**src/verilog/sbl_defs.svh**
```systemverilog
`ifndef SBL_DEFS_SVH
`define SBL_DEFS_SVH
// ----------------------------------------
// clock and serial timing
// ----------------------------------------
`define SBL_CLK_HZ 250000000
`define SBL_BAUD 115200
`define SBL_FRAME_BITS 10
// bit time rounds down, break time rounds up
`define SBL_BIT_CYC (`SBL_CLK_HZ / `SBL_BAUD)
`define SBL_BREAK_CYC ((64'(`SBL_CLK_HZ) * `SBL_FRAME_BITS + `SBL_BAUD - 1) / `SBL_BAUD)
`define SBL_START_TMO_S 60
`define SBL_TMO_CYC (64'(`SBL_CLK_HZ) * `SBL_START_TMO_S)
`define SBL_C_PERIOD_MS 1000
`define SBL_C_CYC (64'(`SBL_CLK_HZ) / 1000 * `SBL_C_PERIOD_MS)
// ----------------------------------------
// characters
// ----------------------------------------
`define SBL_CH_CR 8'h0D
`define SBL_CH_SOH 8'h01
`define SBL_CH_EOT 8'h04
`define SBL_CH_ACK 8'h06
`define SBL_CH_C 8'h43
`define SBL_CH_ONE 8'h31
`define SBL_CH_TWO 8'h32
`define SBL_XM_LAST 7'h7F
`endif

```
**src/verilog/sbl_pkg.sv**
```systemverilog
package sbl_pkg;
  typedef enum {ST_INIT, ST_APP, ST_BRK, ST_CR, ST_MSG, ST_MENU, ST_XSTART, ST_XRX, ST_XEOT} sbl_state_t;
  typedef enum {MSG_MENU, MSG_DONE, MSG_ABORT} sbl_msg_t;
  typedef enum {XM_HDR, XM_NUM, XM_INV, XM_DATA, XM_CRC_HI, XM_CRC_LO} sbl_xm_t;
  typedef struct packed
  {
    logic valid;
    logic [7:0] data;
  } sbl_byte_t;
endpackage

```
**src/verilog/sbl_fifo.sv**
```systemverilog
module sbl_fifo #(
  parameter int unsigned WIDTH = 8,
  parameter int unsigned DEPTH = 4
) (
  input wire logic clk,
  input wire logic rst,
  input wire logic in_valid,
  output logic in_ready,
  input wire logic [WIDTH-1:0] in_data,
  output logic out_valid,
  input wire logic out_ready,
  output logic [WIDTH-1:0] out_data
);
  localparam int unsigned AW = (DEPTH > 1) ? $clog2(DEPTH) : 1;
  logic [WIDTH-1:0] mem_reg [DEPTH];
  logic [AW-1:0] wr_reg, wr_next, rd_reg, rd_next;
  logic [AW:0] cnt_reg, cnt_next;
  logic push, pop;
  assign in_ready = cnt_reg != (AW+1)'(DEPTH);
  assign out_valid = cnt_reg != '0;
  assign out_data = mem_reg[rd_reg];
  assign push = in_valid && in_ready;
  assign pop = out_valid && out_ready;
  always_comb
  begin
    wr_next = wr_reg;
    rd_next = rd_reg;
    if (push)
      wr_next = (wr_reg == AW'(DEPTH - 1)) ? '0 : wr_reg + AW'(1);
    if (pop)
      rd_next = (rd_reg == AW'(DEPTH - 1)) ? '0 : rd_reg + AW'(1);
    cnt_next = cnt_reg + (AW+1)'(push) - (AW+1)'(pop);
  end
  always_ff @(posedge clk or posedge rst)
  begin
    if (rst)
    begin
      wr_reg <= '0;
      rd_reg <= '0;
      cnt_reg <= '0;
    end
    else
    begin
      wr_reg <= wr_next;
      rd_reg <= rd_next;
      cnt_reg <= cnt_next;
    end
  end
  // data storage needs no reset, guarded by the count
  always_ff @(posedge clk)
  begin
    if (push)
      mem_reg[wr_reg] <= in_data;
  end
endmodule

```
**src/verilog/sbl_top.sv**
```systemverilog
`include "sbl_defs.svh"
module sbl_top #(
  parameter int unsigned BIT_CYC = `SBL_BIT_CYC,
  parameter int unsigned BREAK_CYC = 32'(`SBL_BREAK_CYC),
  parameter longint unsigned TMO_CYC = `SBL_TMO_CYC,
  parameter int unsigned C_CYC = 32'(`SBL_C_CYC),
  parameter int unsigned FIFO_DEPTH = 4
) (
  input wire logic clk,
  input wire logic rst,
  input wire logic din,
  input wire logic sleep_request_input,
  input wire logic rts,
  output logic dout,
  input wire logic spi_mode,
  input wire logic spi_sck,
  input wire logic spi_cs_n,
  input wire logic spi_mosi,
  output logic spi_miso,
  input wire logic app_valid,
  input wire logic app_call,
  output logic app_run,
  output logic boot_active,
  output logic update_ok,
  output sbl_pkg::sbl_byte_t flash_wr,
  input wire logic flash_ready,
  input wire logic flash_err
);
  localparam MENU_S = "\r\n1 upload\r\n2 run\r\nBL> ";
  localparam DONE_S = "\r\nupload complete\r\n";
  localparam ABORT_S = "\r\nupload aborted\r\n";
  localparam int MENU_L = $bits(MENU_S) / 8;
  localparam int DONE_L = $bits(DONE_S) / 8;
  localparam int ABORT_L = $bits(ABORT_S) / 8;

  // ----------------------------------------
  // uart receiver
  // ----------------------------------------
  logic rx_prev_reg, rx_prev_next, rx_busy_reg, rx_busy_next;
  logic [15:0] rx_cnt_reg, rx_cnt_next;
  logic [3:0] rx_bit_reg, rx_bit_next;
  logic [7:0] rx_sh_reg, rx_sh_next;
  sbl_pkg::sbl_byte_t urx_reg, urx_next;
  always_comb
  begin
    rx_prev_next = din;
    rx_busy_next = rx_busy_reg;
    rx_cnt_next = rx_cnt_reg;
    rx_bit_next = rx_bit_reg;
    rx_sh_next = rx_sh_reg;
    urx_next = '0;
    if (!rx_busy_reg)
    begin
      if (rx_prev_reg && !din)
      begin
        rx_busy_next = 1'b1;
        rx_cnt_next = 16'(BIT_CYC / 2);
        rx_bit_next = 4'h0;
      end
    end
    else if (rx_cnt_reg != 16'h0000)
      rx_cnt_next = rx_cnt_reg - 16'h0001;
    else
    begin
      rx_cnt_next = 16'(BIT_CYC - 1);
      rx_bit_next = rx_bit_reg + 4'h1;
      if (rx_bit_reg == 4'h0 && din)
        rx_busy_next = 1'b0;
      else if (rx_bit_reg == 4'h9)
      begin
        // a low stop bit (break) is dropped
        rx_busy_next = 1'b0;
        urx_next.valid = din;
        urx_next.data = rx_sh_reg;
      end
      else if (rx_bit_reg != 4'h0)
        rx_sh_next = {din, rx_sh_reg[7:1]};
    end
  end
  always_ff @(posedge clk or posedge rst)
  begin
    if (rst)
    begin
      rx_prev_reg <= 1'b0;
      rx_busy_reg <= 1'b0;
      rx_cnt_reg <= 16'h0000;
      rx_bit_reg <= 4'h0;
      rx_sh_reg <= 8'h00;
      urx_reg <= '0;
    end
    else
    begin
      rx_prev_reg <= rx_prev_next;
      rx_busy_reg <= rx_busy_next;
      rx_cnt_reg <= rx_cnt_next;
      rx_bit_reg <= rx_bit_next;
      rx_sh_reg <= rx_sh_next;
      urx_reg <= urx_next;
    end
  end

  // ----------------------------------------
  // uart transmitter and spi slave
  // ----------------------------------------
  sbl_pkg::sbl_byte_t tx_req_reg, tx_req_next, hold_reg, hold_next, srx_reg, srx_next;
  logic tx_busy_reg, tx_busy_next, dout_reg, dout_next;
  logic [15:0] tx_cnt_reg, tx_cnt_next;
  logic [3:0] tx_bit_reg, tx_bit_next;
  logic [9:0] tx_sh_reg, tx_sh_next;
  logic sck_prev_reg, sck_prev_next, miso_reg, miso_next;
  logic [2:0] sp_cnt_reg, sp_cnt_next;
  logic [7:0] sp_rx_reg, sp_rx_next, sp_tx_reg, sp_tx_next;
  always_comb
  begin
    tx_busy_next = tx_busy_reg;
    tx_cnt_next = tx_cnt_reg;
    tx_bit_next = tx_bit_reg;
    tx_sh_next = tx_sh_reg;
    hold_next = hold_reg;
    srx_next = '0;
    sck_prev_next = spi_sck;
    sp_cnt_next = sp_cnt_reg;
    sp_rx_next = sp_rx_reg;
    sp_tx_next = sp_tx_reg;
    if (!tx_busy_reg)
    begin
      if (tx_req_reg.valid && !spi_mode)
      begin
        tx_busy_next = 1'b1;
        tx_sh_next = {1'b1, tx_req_reg.data, 1'b0};
        tx_cnt_next = 16'(BIT_CYC - 1);
        tx_bit_next = 4'h0;
      end
    end
    else if (tx_cnt_reg != 16'h0000)
      tx_cnt_next = tx_cnt_reg - 16'h0001;
    else
    begin
      tx_cnt_next = 16'(BIT_CYC - 1);
      tx_sh_next = {1'b1, tx_sh_reg[9:1]};
      tx_bit_next = tx_bit_reg + 4'h1;
      if (tx_bit_reg == 4'h9)
        tx_busy_next = 1'b0;
    end
    dout_next = tx_busy_reg ? tx_sh_reg[0] : 1'b1;
    // sck from the master, sampled as data
    // reply waits in hold for a byte slot, so none is lost while deselected
    if (spi_cs_n)
      sp_cnt_next = 3'h0;
    else if (spi_sck && !sck_prev_reg)
    begin
      sp_rx_next = {sp_rx_reg[6:0], spi_mosi};
      sp_cnt_next = sp_cnt_reg + 3'h1;
      if (sp_cnt_reg == 3'h7)
      begin
        srx_next.valid = 1'b1;
        srx_next.data = {sp_rx_reg[6:0], spi_mosi};
        sp_tx_next = hold_reg.valid ? hold_reg.data : 8'hFF;
        hold_next.valid = 1'b0;
      end
    end
    // no shift after the 8th bit: next byte was just loaded
    else if (!spi_sck && sck_prev_reg && sp_cnt_reg != 3'h0)
      sp_tx_next = {sp_tx_reg[6:0], 1'b1};
    if (tx_req_reg.valid && spi_mode)
      hold_next = tx_req_reg;
    miso_next = sp_tx_reg[7];
  end
  always_ff @(posedge clk or posedge rst)
  begin
    if (rst)
    begin
      tx_busy_reg <= 1'b0;
      tx_cnt_reg <= 16'h0000;
      tx_bit_reg <= 4'h0;
      tx_sh_reg <= 10'h3FF;
      dout_reg <= 1'b1;
      hold_reg <= '0;
      srx_reg <= '0;
      sck_prev_reg <= 1'b0;
      sp_cnt_reg <= 3'h0;
      sp_rx_reg <= 8'h00;
      sp_tx_reg <= 8'hFF;
      miso_reg <= 1'b1;
    end
    else
    begin
      tx_busy_reg <= tx_busy_next;
      tx_cnt_reg <= tx_cnt_next;
      tx_bit_reg <= tx_bit_next;
      tx_sh_reg <= tx_sh_next;
      dout_reg <= dout_next;
      hold_reg <= hold_next;
      srx_reg <= srx_next;
      sck_prev_reg <= sck_prev_next;
      sp_cnt_reg <= sp_cnt_next;
      sp_rx_reg <= sp_rx_next;
      sp_tx_reg <= sp_tx_next;
      miso_reg <= miso_next;
    end
  end

  // ----------------------------------------
  // image buffer towards flash
  // ----------------------------------------
  sbl_pkg::sbl_byte_t push_reg, push_next, fl_reg, fl_next;
  logic fifo_in_ready, fifo_out_valid, fifo_out_ready;
  logic [7:0] fifo_out_data;
  sbl_fifo #(.WIDTH(8), .DEPTH(FIFO_DEPTH)) u_fifo (
    .clk(clk),
    .rst(rst),
    .in_valid(push_reg.valid),
    .in_ready(fifo_in_ready),
    .in_data(push_reg.data),
    .out_valid(fifo_out_valid),
    .out_ready(fifo_out_ready),
    .out_data(fifo_out_data)
  );
  assign fifo_out_ready = !fl_reg.valid || flash_ready;
  always_comb
  begin
    fl_next = fl_reg;
    if (fifo_out_ready)
      fl_next = '{valid: fifo_out_valid, data: fifo_out_data};
  end

  // ----------------------------------------
  // entry, menu and image load control
  // ----------------------------------------
  sbl_pkg::sbl_state_t st_reg, st_next;
  sbl_pkg::sbl_msg_t msg_reg, msg_next;
  sbl_pkg::sbl_xm_t xm_reg, xm_next;
  sbl_pkg::sbl_byte_t rxb;
  logic [5:0] idx_reg, idx_next;
  logic [7:0] blk_reg, blk_next, crc_hi_reg, crc_hi_next, ch;
  logic [6:0] dcnt_reg, dcnt_next;
  logic [15:0] crc_reg, crc_next;
  logic [35:0] tmo_reg, tmo_next;
  logic [31:0] ctmo_reg, ctmo_next, brk_reg, brk_next;
  logic ok_reg, ok_next, run_reg, run_next, boot_reg, boot_next;
  logic tx_free, last, fail, loading;
  function automatic logic [15:0] crc_upd(input logic [15:0] c, input logic [7:0] d);
    logic [15:0] r;
    r = c ^ {d, 8'h00};
    for (int i = 0; i < 8; i++)
      r = r[15] ? {r[14:0], 1'b0} ^ 16'h1021 : {r[14:0], 1'b0};
    return r;
  endfunction
  assign rxb = spi_mode ? srx_reg : urx_reg;
  assign tx_free = !tx_req_reg.valid && !(spi_mode ? hold_reg.valid : tx_busy_reg);
  assign loading = st_reg == sbl_pkg::ST_XSTART || st_reg == sbl_pkg::ST_XRX || st_reg == sbl_pkg::ST_XEOT;
  always_comb
  begin
    st_next = st_reg;
    msg_next = msg_reg;
    xm_next = xm_reg;
    idx_next = idx_reg;
    blk_next = blk_reg;
    crc_hi_next = crc_hi_reg;
    dcnt_next = dcnt_reg;
    crc_next = crc_reg;
    tmo_next = tmo_reg;
    ctmo_next = ctmo_reg;
    ok_next = ok_reg;
    run_next = run_reg;
    boot_next = boot_reg;
    tx_req_next = '0;
    push_next = '0;
    brk_next = din ? 32'h0000_0000 : (brk_reg < BREAK_CYC ? brk_reg + 32'h1 : brk_reg);
    fail = loading && (flash_err || (push_reg.valid && !fifo_in_ready));
    unique case (msg_reg)
      sbl_pkg::MSG_MENU:
      begin
        ch = MENU_S[8 * (MENU_L - 1 - int'(idx_reg)) +: 8];
        last = int'(idx_reg) == MENU_L - 1;
      end
      sbl_pkg::MSG_DONE:
      begin
        ch = DONE_S[8 * (DONE_L - 1 - int'(idx_reg)) +: 8];
        last = int'(idx_reg) == DONE_L - 1;
      end
      sbl_pkg::MSG_ABORT:
      begin
        ch = ABORT_S[8 * (ABORT_L - 1 - int'(idx_reg)) +: 8];
        last = int'(idx_reg) == ABORT_L - 1;
      end
    endcase
    unique case (st_reg)
      sbl_pkg::ST_INIT:
      begin
        if (!app_valid)
          st_next = sbl_pkg::ST_MSG;
        else if (!sleep_request_input && rts && !din)
          st_next = sbl_pkg::ST_BRK;
        else
          st_next = sbl_pkg::ST_APP;
        run_next = st_next == sbl_pkg::ST_APP;
        boot_next = !run_next;
      end
      sbl_pkg::ST_APP:
      begin
        if (app_call)
        begin
          st_next = sbl_pkg::ST_MSG;
          run_next = 1'b0;
          boot_next = 1'b1;
        end
      end
      sbl_pkg::ST_BRK:
      begin
        if (din)
        begin
          st_next = brk_reg >= BREAK_CYC ? sbl_pkg::ST_CR : sbl_pkg::ST_APP;
          run_next = st_next == sbl_pkg::ST_APP;
          boot_next = !run_next;
        end
      end
      sbl_pkg::ST_CR:
      begin
        if (rxb.valid && rxb.data == `SBL_CH_CR)
          st_next = sbl_pkg::ST_MSG;
      end
      sbl_pkg::ST_MSG:
      begin
        if (tx_free)
        begin
          tx_req_next = '{valid: 1'b1, data: ch};
          idx_next = idx_reg + 6'h01;
          if (last)
          begin
            idx_next = 6'h00;
            msg_next = sbl_pkg::MSG_MENU;
            if (msg_reg == sbl_pkg::MSG_MENU)
              st_next = sbl_pkg::ST_MENU;
          end
        end
      end
      sbl_pkg::ST_MENU:
      begin
        if (rxb.valid && rxb.data == `SBL_CH_ONE)
        begin
          st_next = sbl_pkg::ST_XSTART;
          tmo_next = '0;
          ctmo_next = C_CYC;
          blk_next = 8'h01;
          ok_next = 1'b0;
        end
        else if (rxb.valid && rxb.data == `SBL_CH_TWO && (ok_reg || app_valid))
        begin
          st_next = sbl_pkg::ST_APP;
          run_next = 1'b1;
          boot_next = 1'b0;
        end
      end
      sbl_pkg::ST_XSTART:
      begin
        tmo_next = tmo_reg + 36'h1;
        ctmo_next = ctmo_reg + 32'h1;
        // 'C' repeats until the sender starts
        if (ctmo_reg >= C_CYC && tx_free)
        begin
          tx_req_next = '{valid: 1'b1, data: `SBL_CH_C};
          ctmo_next = '0;
        end
        if (tmo_reg >= 36'(TMO_CYC))
          fail = 1'b1;
        if (rxb.valid && rxb.data == `SBL_CH_SOH)
        begin
          st_next = sbl_pkg::ST_XRX;
          xm_next = sbl_pkg::XM_NUM;
        end
      end
      sbl_pkg::ST_XRX:
      begin
        if (rxb.valid)
        begin
          unique case (xm_reg)
            sbl_pkg::XM_HDR:
            begin
              xm_next = sbl_pkg::XM_NUM;
              if (rxb.data == `SBL_CH_EOT)
                st_next = sbl_pkg::ST_XEOT;
              else if (rxb.data != `SBL_CH_SOH)
                fail = 1'b1;
            end
            sbl_pkg::XM_NUM:
            begin
              xm_next = sbl_pkg::XM_INV;
              fail = fail || rxb.data != blk_reg;
            end
            sbl_pkg::XM_INV:
            begin
              xm_next = sbl_pkg::XM_DATA;
              fail = fail || rxb.data != ~blk_reg;
              dcnt_next = 7'h00;
              crc_next = 16'h0000;
            end
            sbl_pkg::XM_DATA:
            begin
              // streamed on: a bad block cannot be retried
              push_next = rxb;
              crc_next = crc_upd(crc_reg, rxb.data);
              dcnt_next = dcnt_reg + 7'h01;
              if (dcnt_reg == `SBL_XM_LAST)
                xm_next = sbl_pkg::XM_CRC_HI;
            end
            sbl_pkg::XM_CRC_HI:
            begin
              crc_hi_next = rxb.data;
              xm_next = sbl_pkg::XM_CRC_LO;
            end
            sbl_pkg::XM_CRC_LO:
            begin
              xm_next = sbl_pkg::XM_HDR;
              fail = fail || {crc_hi_reg, rxb.data} != crc_reg;
              tx_req_next = '{valid: !fail, data: `SBL_CH_ACK};
              blk_next = blk_reg + 8'h01;
            end
          endcase
        end
      end
      sbl_pkg::ST_XEOT:
      begin
        // drain buffer before declaring success
        if (!push_reg.valid && !fifo_out_valid && !fl_reg.valid && tx_free)
        begin
          tx_req_next = '{valid: 1'b1, data: `SBL_CH_ACK};
          ok_next = 1'b1;
          st_next = sbl_pkg::ST_MSG;
          msg_next = sbl_pkg::MSG_DONE;
          idx_next = 6'h00;
        end
      end
    endcase
    if (fail)
    begin
      st_next = sbl_pkg::ST_MSG;
      msg_next = sbl_pkg::MSG_ABORT;
      idx_next = 6'h00;
      ok_next = 1'b0;
      push_next = '0;
    end
  end
  always_ff @(posedge clk or posedge rst)
  begin
    if (rst)
    begin
      st_reg <= sbl_pkg::ST_INIT;
      msg_reg <= sbl_pkg::MSG_MENU;
      xm_reg <= sbl_pkg::XM_HDR;
      idx_reg <= 6'h00;
      blk_reg <= 8'h01;
      crc_hi_reg <= 8'h00;
      dcnt_reg <= 7'h00;
      crc_reg <= 16'h0000;
      tmo_reg <= '0;
      ctmo_reg <= '0;
      brk_reg <= '0;
      ok_reg <= 1'b0;
      run_reg <= 1'b0;
      boot_reg <= 1'b0;
      tx_req_reg <= '0;
      push_reg <= '0;
      fl_reg <= '0;
    end
    else
    begin
      st_reg <= st_next;
      msg_reg <= msg_next;
      xm_reg <= xm_next;
      idx_reg <= idx_next;
      blk_reg <= blk_next;
      crc_hi_reg <= crc_hi_next;
      dcnt_reg <= dcnt_next;
      crc_reg <= crc_next;
      tmo_reg <= tmo_next;
      ctmo_reg <= ctmo_next;
      brk_reg <= brk_next;
      ok_reg <= ok_next;
      run_reg <= run_next;
      boot_reg <= boot_next;
      tx_req_reg <= tx_req_next;
      push_reg <= push_next;
      fl_reg <= fl_next;
    end
  end
  assign dout = dout_reg;
  assign spi_miso = miso_reg;
  assign app_run = run_reg;
  assign boot_active = boot_reg;
  assign update_ok = ok_reg;
  assign flash_wr = fl_reg;
endmodule

```
**config.mk**
```make
export PLATFORM = sky130hd
export DESIGN_NAME = sbl_top
export DESIGN_NICKNAME = d
export VERILOG_FILES = /design/src/verilog/sbl_pkg.sv /design/src/verilog/sbl_fifo.sv /design/src/verilog/sbl_top.sv
export VERILOG_INCLUDE_DIRS = /design/src /design/src/verilog
export SDC_FILE = /design/constraint.sdc
export NUM_CORES = 1
export LEC_CHECK = 0
export CORE_ASPECT_RATIO = 1.1
export CORE_MARGIN = 1
export CORE_UTILIZATION = 55
export DETAILED_ROUTE_END_ITERATION = 10
export DONT_BUFFER_PORTS = 1
export MAX_ROUTING_LAYER = met4
export PLACE_DENSITY = 0.74
export SLEW_MARGIN = 40
export SYNTH_ARGS = -nofsm -noshare
export SYNTH_HDL_FRONTEND = slang
export SYNTH_SLANG_ARGS = --single-unit
```
**constraint.sdc**
```tcl
create_clock -name clk -period 10.7 [get_ports clk]
set_input_delay 1.07 -clock clk [delete_from_list [all_inputs] [get_ports clk]]
set_output_delay 1.07 -clock clk [all_outputs]
set_load 0.02 [all_outputs]
```
Yosys cells after proc, flatten, opt, wreduce, memory -nomap -nowiden
Memories as Yosys holds them, arrays and structs flattened. A register that Yosys moved wholly into a read port is not among the register bits.
Cells that the tools add are included.
Widths: inputs -> output; s select.
{ "totals": {"inputBits": 13, "elab_cells": 368, "regBits": 379, "memories": 1, "latchBits": 0, "romBits": 0, "out_inout_bits": 14, "ram_bits": 32} }
{ "mem_list": {"columns": ["name", "words", "width", "read_ports", "rd_ports_with_merged_regs", "write_ports", "line_no", "rtl"], "rows": [
  ["u_fifo.mem_reg", 4, 8, 1, 1, 1, "sbl_fifo.sv:15", "logic [WIDTH-1:0] mem_reg [DEPTH];"]
]} }
{ "classes": {"mul": 0, "add_sub_neg": 18, "n_eq_ne": 65, "shifts": 3, "n_div": 0, "order_cmp": 4, "n_reduce_logical": 85, "n_mux": 135, "n_bitwise": 14} }
{ "op_table": {"columns": ["op", "count"], "rows": [
  ["$mux 32", 26],
  ["$pmux 32 s9", 1],
  ["$eq 32x2->1 const B", 6],
  ["$eq 32x3->1 const B", 6],
  ["$pmux 32 s2", 3],
  ["$pmux 32 s6", 1],
  ["$shiftx 184x10->8 const A", 1],
  ["$mux 9", 18],
  ["$shiftx 152x10->8 const A", 1],
  ["$shiftx 144x10->8 const A", 1],
  ["$logic_not 32->1", 4],
  ["$mux 13", 8],
  ["$eq 32x1->1 const B", 3],
  ["$eq 32x4->1 const B", 3],
  ["$mux 16", 6],
  ["$pmux 36 s2", 1],
  ["$add 32x1->32 const B", 2],
  ["$mux 8", 7],
  ["$ne 3x3->1 const B", 13],
  ["$add 36x1->36 const B", 1],
  ["$ge 36x34->1 const B", 1],
  ["$mux 36", 1],
  ["$pmux 9 s4", 1],
  ["$eq 32x5->1 const B", 1],
  ["61 further kinds", 208]
]} }

Longest topological paths before layout
{ "logic_depth": {"ltp_word": 19, "mapped_depth": 13, "depth_no_buf": 10} }

Modules after synthesis
Synthesis repeated with hierarchy kept, for this count alone.
{ "unflattened": {"hier_cells": 1819, "hier_area_um2": 17416.7} }
{ "modules_own_cells": {"columns": ["module", "cells_each", "area_per_inst_um2", "n_inst", "seq_area_each_um2"], "rows": [
  ["sbl_top", 1738, 15813.9, 1, 7282.0],
  ["sbl_fifo", 81, 1602.8, 1, 1136.1]
]} }

Worst setup path after synthesis
OpenSTA, ideal clock, no wires.
{ "synth_timing": {"path_type": "in2reg", "start": "input port spi_mode", "end": "register push_reg[0] (netlist bit)", "required_ps": 10628, "path_buffers": 4, "setup_time_ps": 72, "stages": 12, "setup_slack_ps": 7501, "arrival_time_ps": 3126, "path_cell_list": "buf_6 > buf_12 > mux2i_4 > xor2_1 > nor4_1 > mux2i_1 > a211oi_4 > nand3_2 > buf_6 > or2_1 > buf_6 > nor2_1"} }
{ "synth_rtl": {"columns": ["element", "line_no", "rtl"], "rows": [
  ["start, declared", "sbl_top.sv:15", "input wire logic spi_mode,"],
  ["end signal, assigned", "sbl_top.sv:483", "push_reg <= push_next;"],
  ["end, declared", "sbl_top.sv:206", "sbl_pkg::sbl_byte_t push_reg, push_next, fl_reg, fl_next;"]
]} }

Worst setup path after layout
{ "layout_timing": {"start": "input port spi_mode", "end": "register ctmo_reg[27]"} }
{ "layout_between": {"elab_chain_len": 6, "elab_cells_between_ends": 11, "cone_classes": "2 x eq/ne; 4 x mux; 5 x reduce/logical"} }
{ "layout_rtl": {"columns": ["element", "line_no", "rtl"], "rows": [
  ["branches (longest 6 deep; another with $mux 9)", null, null],
  ["end signal, assigned", "sbl_top.sv:477", "ctmo_reg <= ctmo_next;"],
  ["end, declared", "sbl_top.sv:239", "logic [31:0] ctmo_reg, ctmo_next, brk_reg, brk_next;"]
]} }
Parallel ways; which one is timed is not known.
A chain may end at the register's enable or synchronous reset.

==> metrics.txt <==
# TYPE chip_impl_metric gauge
chip_impl_metric{name="power.density_cell_area",unit="nW/um^2"} 212
chip_impl_metric{name="grtUsageTotal",unit="%"} 24.6
chip_impl_metric{name="crit_path_max_incr_delay",unit="ps"} 770
chip_impl_metric{name="via_count_of_the_first_global_routing_pass",unit=""} 12904
chip_impl_metric{name="synth.distinct_cells",unit=""} 90
chip_impl_metric{name="wirelength",unit="um"} 37400
chip_impl_metric{name="finalWorstPathRequiredPeriod",unit="ps"} 3540
chip_impl_metric{name="die-area",unit="um^2"} 32400
chip_impl_info{name="post-synth-top-count-cell",value="sky130_fd_sc_hd__dfrtp_1"} 1
chip_impl_metric{name="cellLeakagePower",unit="nW"} 7.97
chip_impl_metric{name="stdcell_area",unit="um^2"} 18900
chip_impl_metric{name="synth-edff-count",unit=""} 32
chip_impl_info{name="cpMostUsedCell",value="sky130_fd_sc_hd__a21oi_1"} 1
chip_impl_metric{name="finalNetCount",unit=""} 1831
chip_impl_metric{name="place.detailed.instances",unit=""} 2157
chip_impl_metric{name="grt_start_max_net_pins",unit=""} 90
chip_impl_metric{name="via_per_inst",unit=""} 6.01
chip_impl_metric{name="pin_count",unit=""} 27
chip_impl_info{name="synth_commonest_cells",value="sky130_fd_sc_hd__dfrtp_1 (277), sky130_fd_sc_hd__nand2_1 (184), sky130_fd_sc_hd__o21ai_0 (170)"} 1
chip_impl_metric{name="syn2layout_area_growth",unit="%"} 8.83
chip_impl_metric{name="r2r_setup_slack",unit="ps"} 7290
chip_impl_metric{name="clock_skew",unit="ps"} 15.9
chip_impl_metric{name="drtAntennaViolNets",unit=""} 0
chip_impl_metric{name="cts_hold_buffers",unit=""} 0
chip_impl_info{name="worstSetupPathType",value="input port to flip-flop"} 1
chip_impl_metric{name="final-setup-viol-count",unit=""} 0
chip_impl_metric{name="gpl.final_weighted_congestion",unit=""} 0.933
chip_impl_metric{name="critPathMaxFanout",unit=""} 37
chip_impl_metric{name="final.setup.worst_slack",unit="ps"} 7160
chip_impl_metric{name="number_of_design_rule_violations_left_by_the_first_detailed_router_iteration",unit=""} 984
chip_impl_metric{name="syn-instance-count",unit=""} 1814
chip_impl_metric{name="synth.area.mux_share",unit="%"} 5.40
chip_impl_metric{name="clk_pin_slew",unit="ps"} 60
chip_impl_info{name="timing.critical_path.cells",value="mux2i_4 -> or3_4 -> or2_2 -> nor2_1 -> nand3_2 -> nand2_1 -> a21oi_1 -> a21oi_1"} 1
chip_impl_metric{name="synth_area_per_cell",unit="um^2"} 9.60
chip_impl_info{name="hold_class",value="flip-flop to flip-flop"} 1
chip_impl_metric{name="detailroute.wirelength.met3",unit="um"} 1810
chip_impl_info{name="post-synth-top-area-cell",value="sky130_fd_sc_hd__dfrtp_1"} 1
chip_impl_metric{name="effective_utilization_at_floorplan",unit="%"} 56.6
chip_impl_metric{name="cts_max_level",unit=""} 2
chip_impl_metric{name="achievable-frequency",unit="MHz"} 283
chip_impl_info{name="unrepaired_setup_endpoints_after_global_routing",value="false"} 1
chip_impl_metric{name="yosys.area_share.adder",unit="%"} 2.63
chip_impl_info{name="cts_root_buffer",value="sky130_fd_sc_hd__clkbuf_16"} 1
chip_impl_metric{name="yosys.area.top_type_share",unit="%"} 39.8
chip_impl_metric{name="maxCapViolCount",unit=""} 0
chip_impl_metric{name="die-width",unit="um"} 172
chip_impl_metric{name="placement.io_buffers",unit=""} 0
chip_impl_metric{name="row_count",unit=""} 67
chip_impl_metric{name="synthesis.area",unit="um^2"} 17400
chip_impl_metric{name="floorplan.die.height",unit="um"} 189
chip_impl_metric{name="dpl_cell_area",unit="um^2"} 17700
chip_impl_metric{name="synthesis.nets",unit=""} 1863
chip_impl_metric{name="ctsResizeCount",unit=""} 0
chip_impl_metric{name="post-route-drc-count",unit=""} 0
chip_impl_metric{name="hpwl",unit="um"} 25100
chip_impl_metric{name="grt-ovfl-total",unit=""} 0
chip_impl_metric{name="hold_viol",unit=""} 0
chip_impl_metric{name="cts_made_buffers",unit=""} 37
chip_impl_metric{name="drt_pre_antenna_iters",unit=""} 5
chip_impl_metric{name="ir_worst_vdd",unit="mV"} 0.144
chip_impl_metric{name="via_count",unit=""} 13366
chip_impl_metric{name="synthSimpleGateAreaFrac",unit="%"} 20.5
chip_impl_metric{name="hold_ws",unit="ps"} 375
chip_impl_metric{name="postCtsSetupRepairBufs",unit=""} 0
chip_impl_metric{name="largest_reg_flops",unit=""} 36
chip_impl_info{name="worst_setup_path_end_kind",value="flip-flop"} 1
chip_impl_metric{name="first_pass_grt_wire_length",unit="um"} 63500
chip_impl_metric{name="clk_latency",unit="ps"} 530
chip_impl_info{name="standard_cell_with_the_maximum_stage_delay_on_the_critical_path",value="sky130_fd_sc_hd__nand2_1"} 1
chip_impl_info{name="main_combinational_cell_family_by_area_after_synthesis",value="simple AND/OR/NAND/NOR gates"} 1
chip_impl_metric{name="timing_worst_slew_pin_value",unit="ps"} 843
chip_impl_metric{name="yosysWarningCount",unit=""} 0
chip_impl_metric{name="timing.max_slew.rel_slack",unit="%"} 43.4
chip_impl_metric{name="ys_seq_area_share",unit="%"} 48.4
chip_impl_info{name="cts_tree",value="done"} 1
chip_impl_metric{name="clock_sinks",unit=""} 329
chip_impl_info{name="top_layer",value="met4"} 1
chip_impl_metric{name="ys_ff_latch",unit=""} 329
chip_impl_metric{name="synth_async_sr_flop_share",unit="%"} 90.3
chip_impl_metric{name="worst-endpoint-required",unit="ps"} 11130
chip_impl_metric{name="xor_and_xnor_fraction_of_the_mapped_netlist_area",unit="%"} 4.93
chip_impl_info{name="yosys-top-cells-area",value="sky130_fd_sc_hd__dfrtp_1 (40%), sky130_fd_sc_hd__edfxtp_1 (5.5%), sky130_fd_sc_hd__o21ai_0 (4.9%)"} 1
chip_impl_metric{name="power.total",unit="mW"} 4.02
chip_impl_info{name="run_status",value="finished clean"} 1
chip_impl_metric{name="route.met2.wl",unit="um"} 17900
chip_impl_metric{name="final-max-slew-violation-count",unit=""} 0
chip_impl_metric{name="finalSetupTns",unit="ps"} 0
chip_impl_metric{name="met1Wirelength",unit="um"} 16700
chip_impl_info{name="worstSetupStartpointType",value="input port"} 1
chip_impl_metric{name="finalCritPeriodShare",unit="%"} 33.0
chip_impl_info{name="postSynth.topFlopCell",value="sky130_fd_sc_hd__dfrtp_1"} 1
chip_impl_metric{name="layout-drive-gt1-share",unit="%"} 9.84
chip_impl_metric{name="synth_area_in_compound_gates",unit="%"} 14.9
chip_impl_metric{name="timing.critical_path.arrival",unit="ps"} 3970
chip_impl_metric{name="core-area",unit="um^2"} 30800
chip_impl_metric{name="final_core_util",unit="%"} 61.6
chip_impl_metric{name="antenna_violations_before_repair",unit=""} 1
chip_impl_metric{name="placement.setup.worst_slack",unit="ps"} 6640
chip_impl_metric{name="cts.path.max_buffers",unit=""} 3
chip_impl_metric{name="fin_cells",unit=""} 2224
chip_impl_metric{name="routed_wire_length_per_instance",unit="um"} 16.8
## worst max-delay path: cells and delay by family
family	cells	cell delay [ps]
mux	1	200
compound gates	2	300
simple gates	5	2380
## layer usage
metal	global-route usage (%)	vias to the layer above
li1	-	6464
met1	32.1	6513
met2	39.3	307
met3	3.86	82
met4	7.45	0
met5	-	-
## layout make-up
type                    instances  area [um^2]
diodes                          1         2.50
clock buffers                  48         1030
clock inverters                18          201
fillers                      2523        11800
inverters                      62          240
multi-input cells            1342         8460
flip-flops and latches        329         8420
well taps                     414          518
repair buffers                 10         82.6
## cell families after synthesis
logic type                 count (synthesis)
muxes                                     70
adders and majority gates                 36
AOI/OAI and AO/OA                        430
buffers and inverters                    143
and+or+nand+nor                          708
DFF                                      329
xor gates and xnor gates                  98
## cell usage in the layout (no fill, tap or decap), types with 20 or more instances in the layout
cell type / count
sky130_fd_sc_hd__dfrtp_1: 277
sky130_fd_sc_hd__a31oi_1: 32
sky130_fd_sc_hd__xnor2_1: 65
sky130_fd_sc_hd__nor4_1: 21
sky130_fd_sc_hd__or3_1: 25
sky130_fd_sc_hd__mux2_2: 36
sky130_fd_sc_hd__nand3_1: 90
sky130_fd_sc_hd__clkbuf_16: 38
sky130_fd_sc_hd__nand2_1: 184
sky130_fd_sc_hd__o21ai_0: 170
sky130_fd_sc_hd__ha_1: 35
sky130_fd_sc_hd__edfxtp_1: 32
sky130_fd_sc_hd__o31ai_1: 20
sky130_fd_sc_hd__nand4_1: 24
sky130_fd_sc_hd__xor2_1: 30
sky130_fd_sc_hd__a21oi_1: 99
sky130_fd_sc_hd__nor3_1: 45
sky130_fd_sc_hd__inv_1: 60
sky130_fd_sc_hd__dfstp_2: 20
sky130_fd_sc_hd__nor2_1: 150
sky130_fd_sc_hd__and2_1: 22
sky130_fd_sc_hd__and3_1: 37
## final timing paths
path | startpoint | to | cells past startpoint
min | sp_tx_reg[7] | spi_miso | 0
max reg2reg | st_reg[2] | push_reg[2] | 7
min reg2reg | sp_tx_reg[7] | spi_miso | 0
min in group asynchronous | rst | flash_wr[2] | 1
max in group asynchronous | rst | brk_reg[19] | 3
max | spi_mode | ctmo_reg[27] | 8
## power by group
group	internal, mW	total, mW	switching, mW
clock network	0.756	1.27	0.518
logic	0.426	1.11	0.684
registers	1.44	1.63	0.197
total	2.62	4.02	1.40
(Power assumes the default switching activity.)
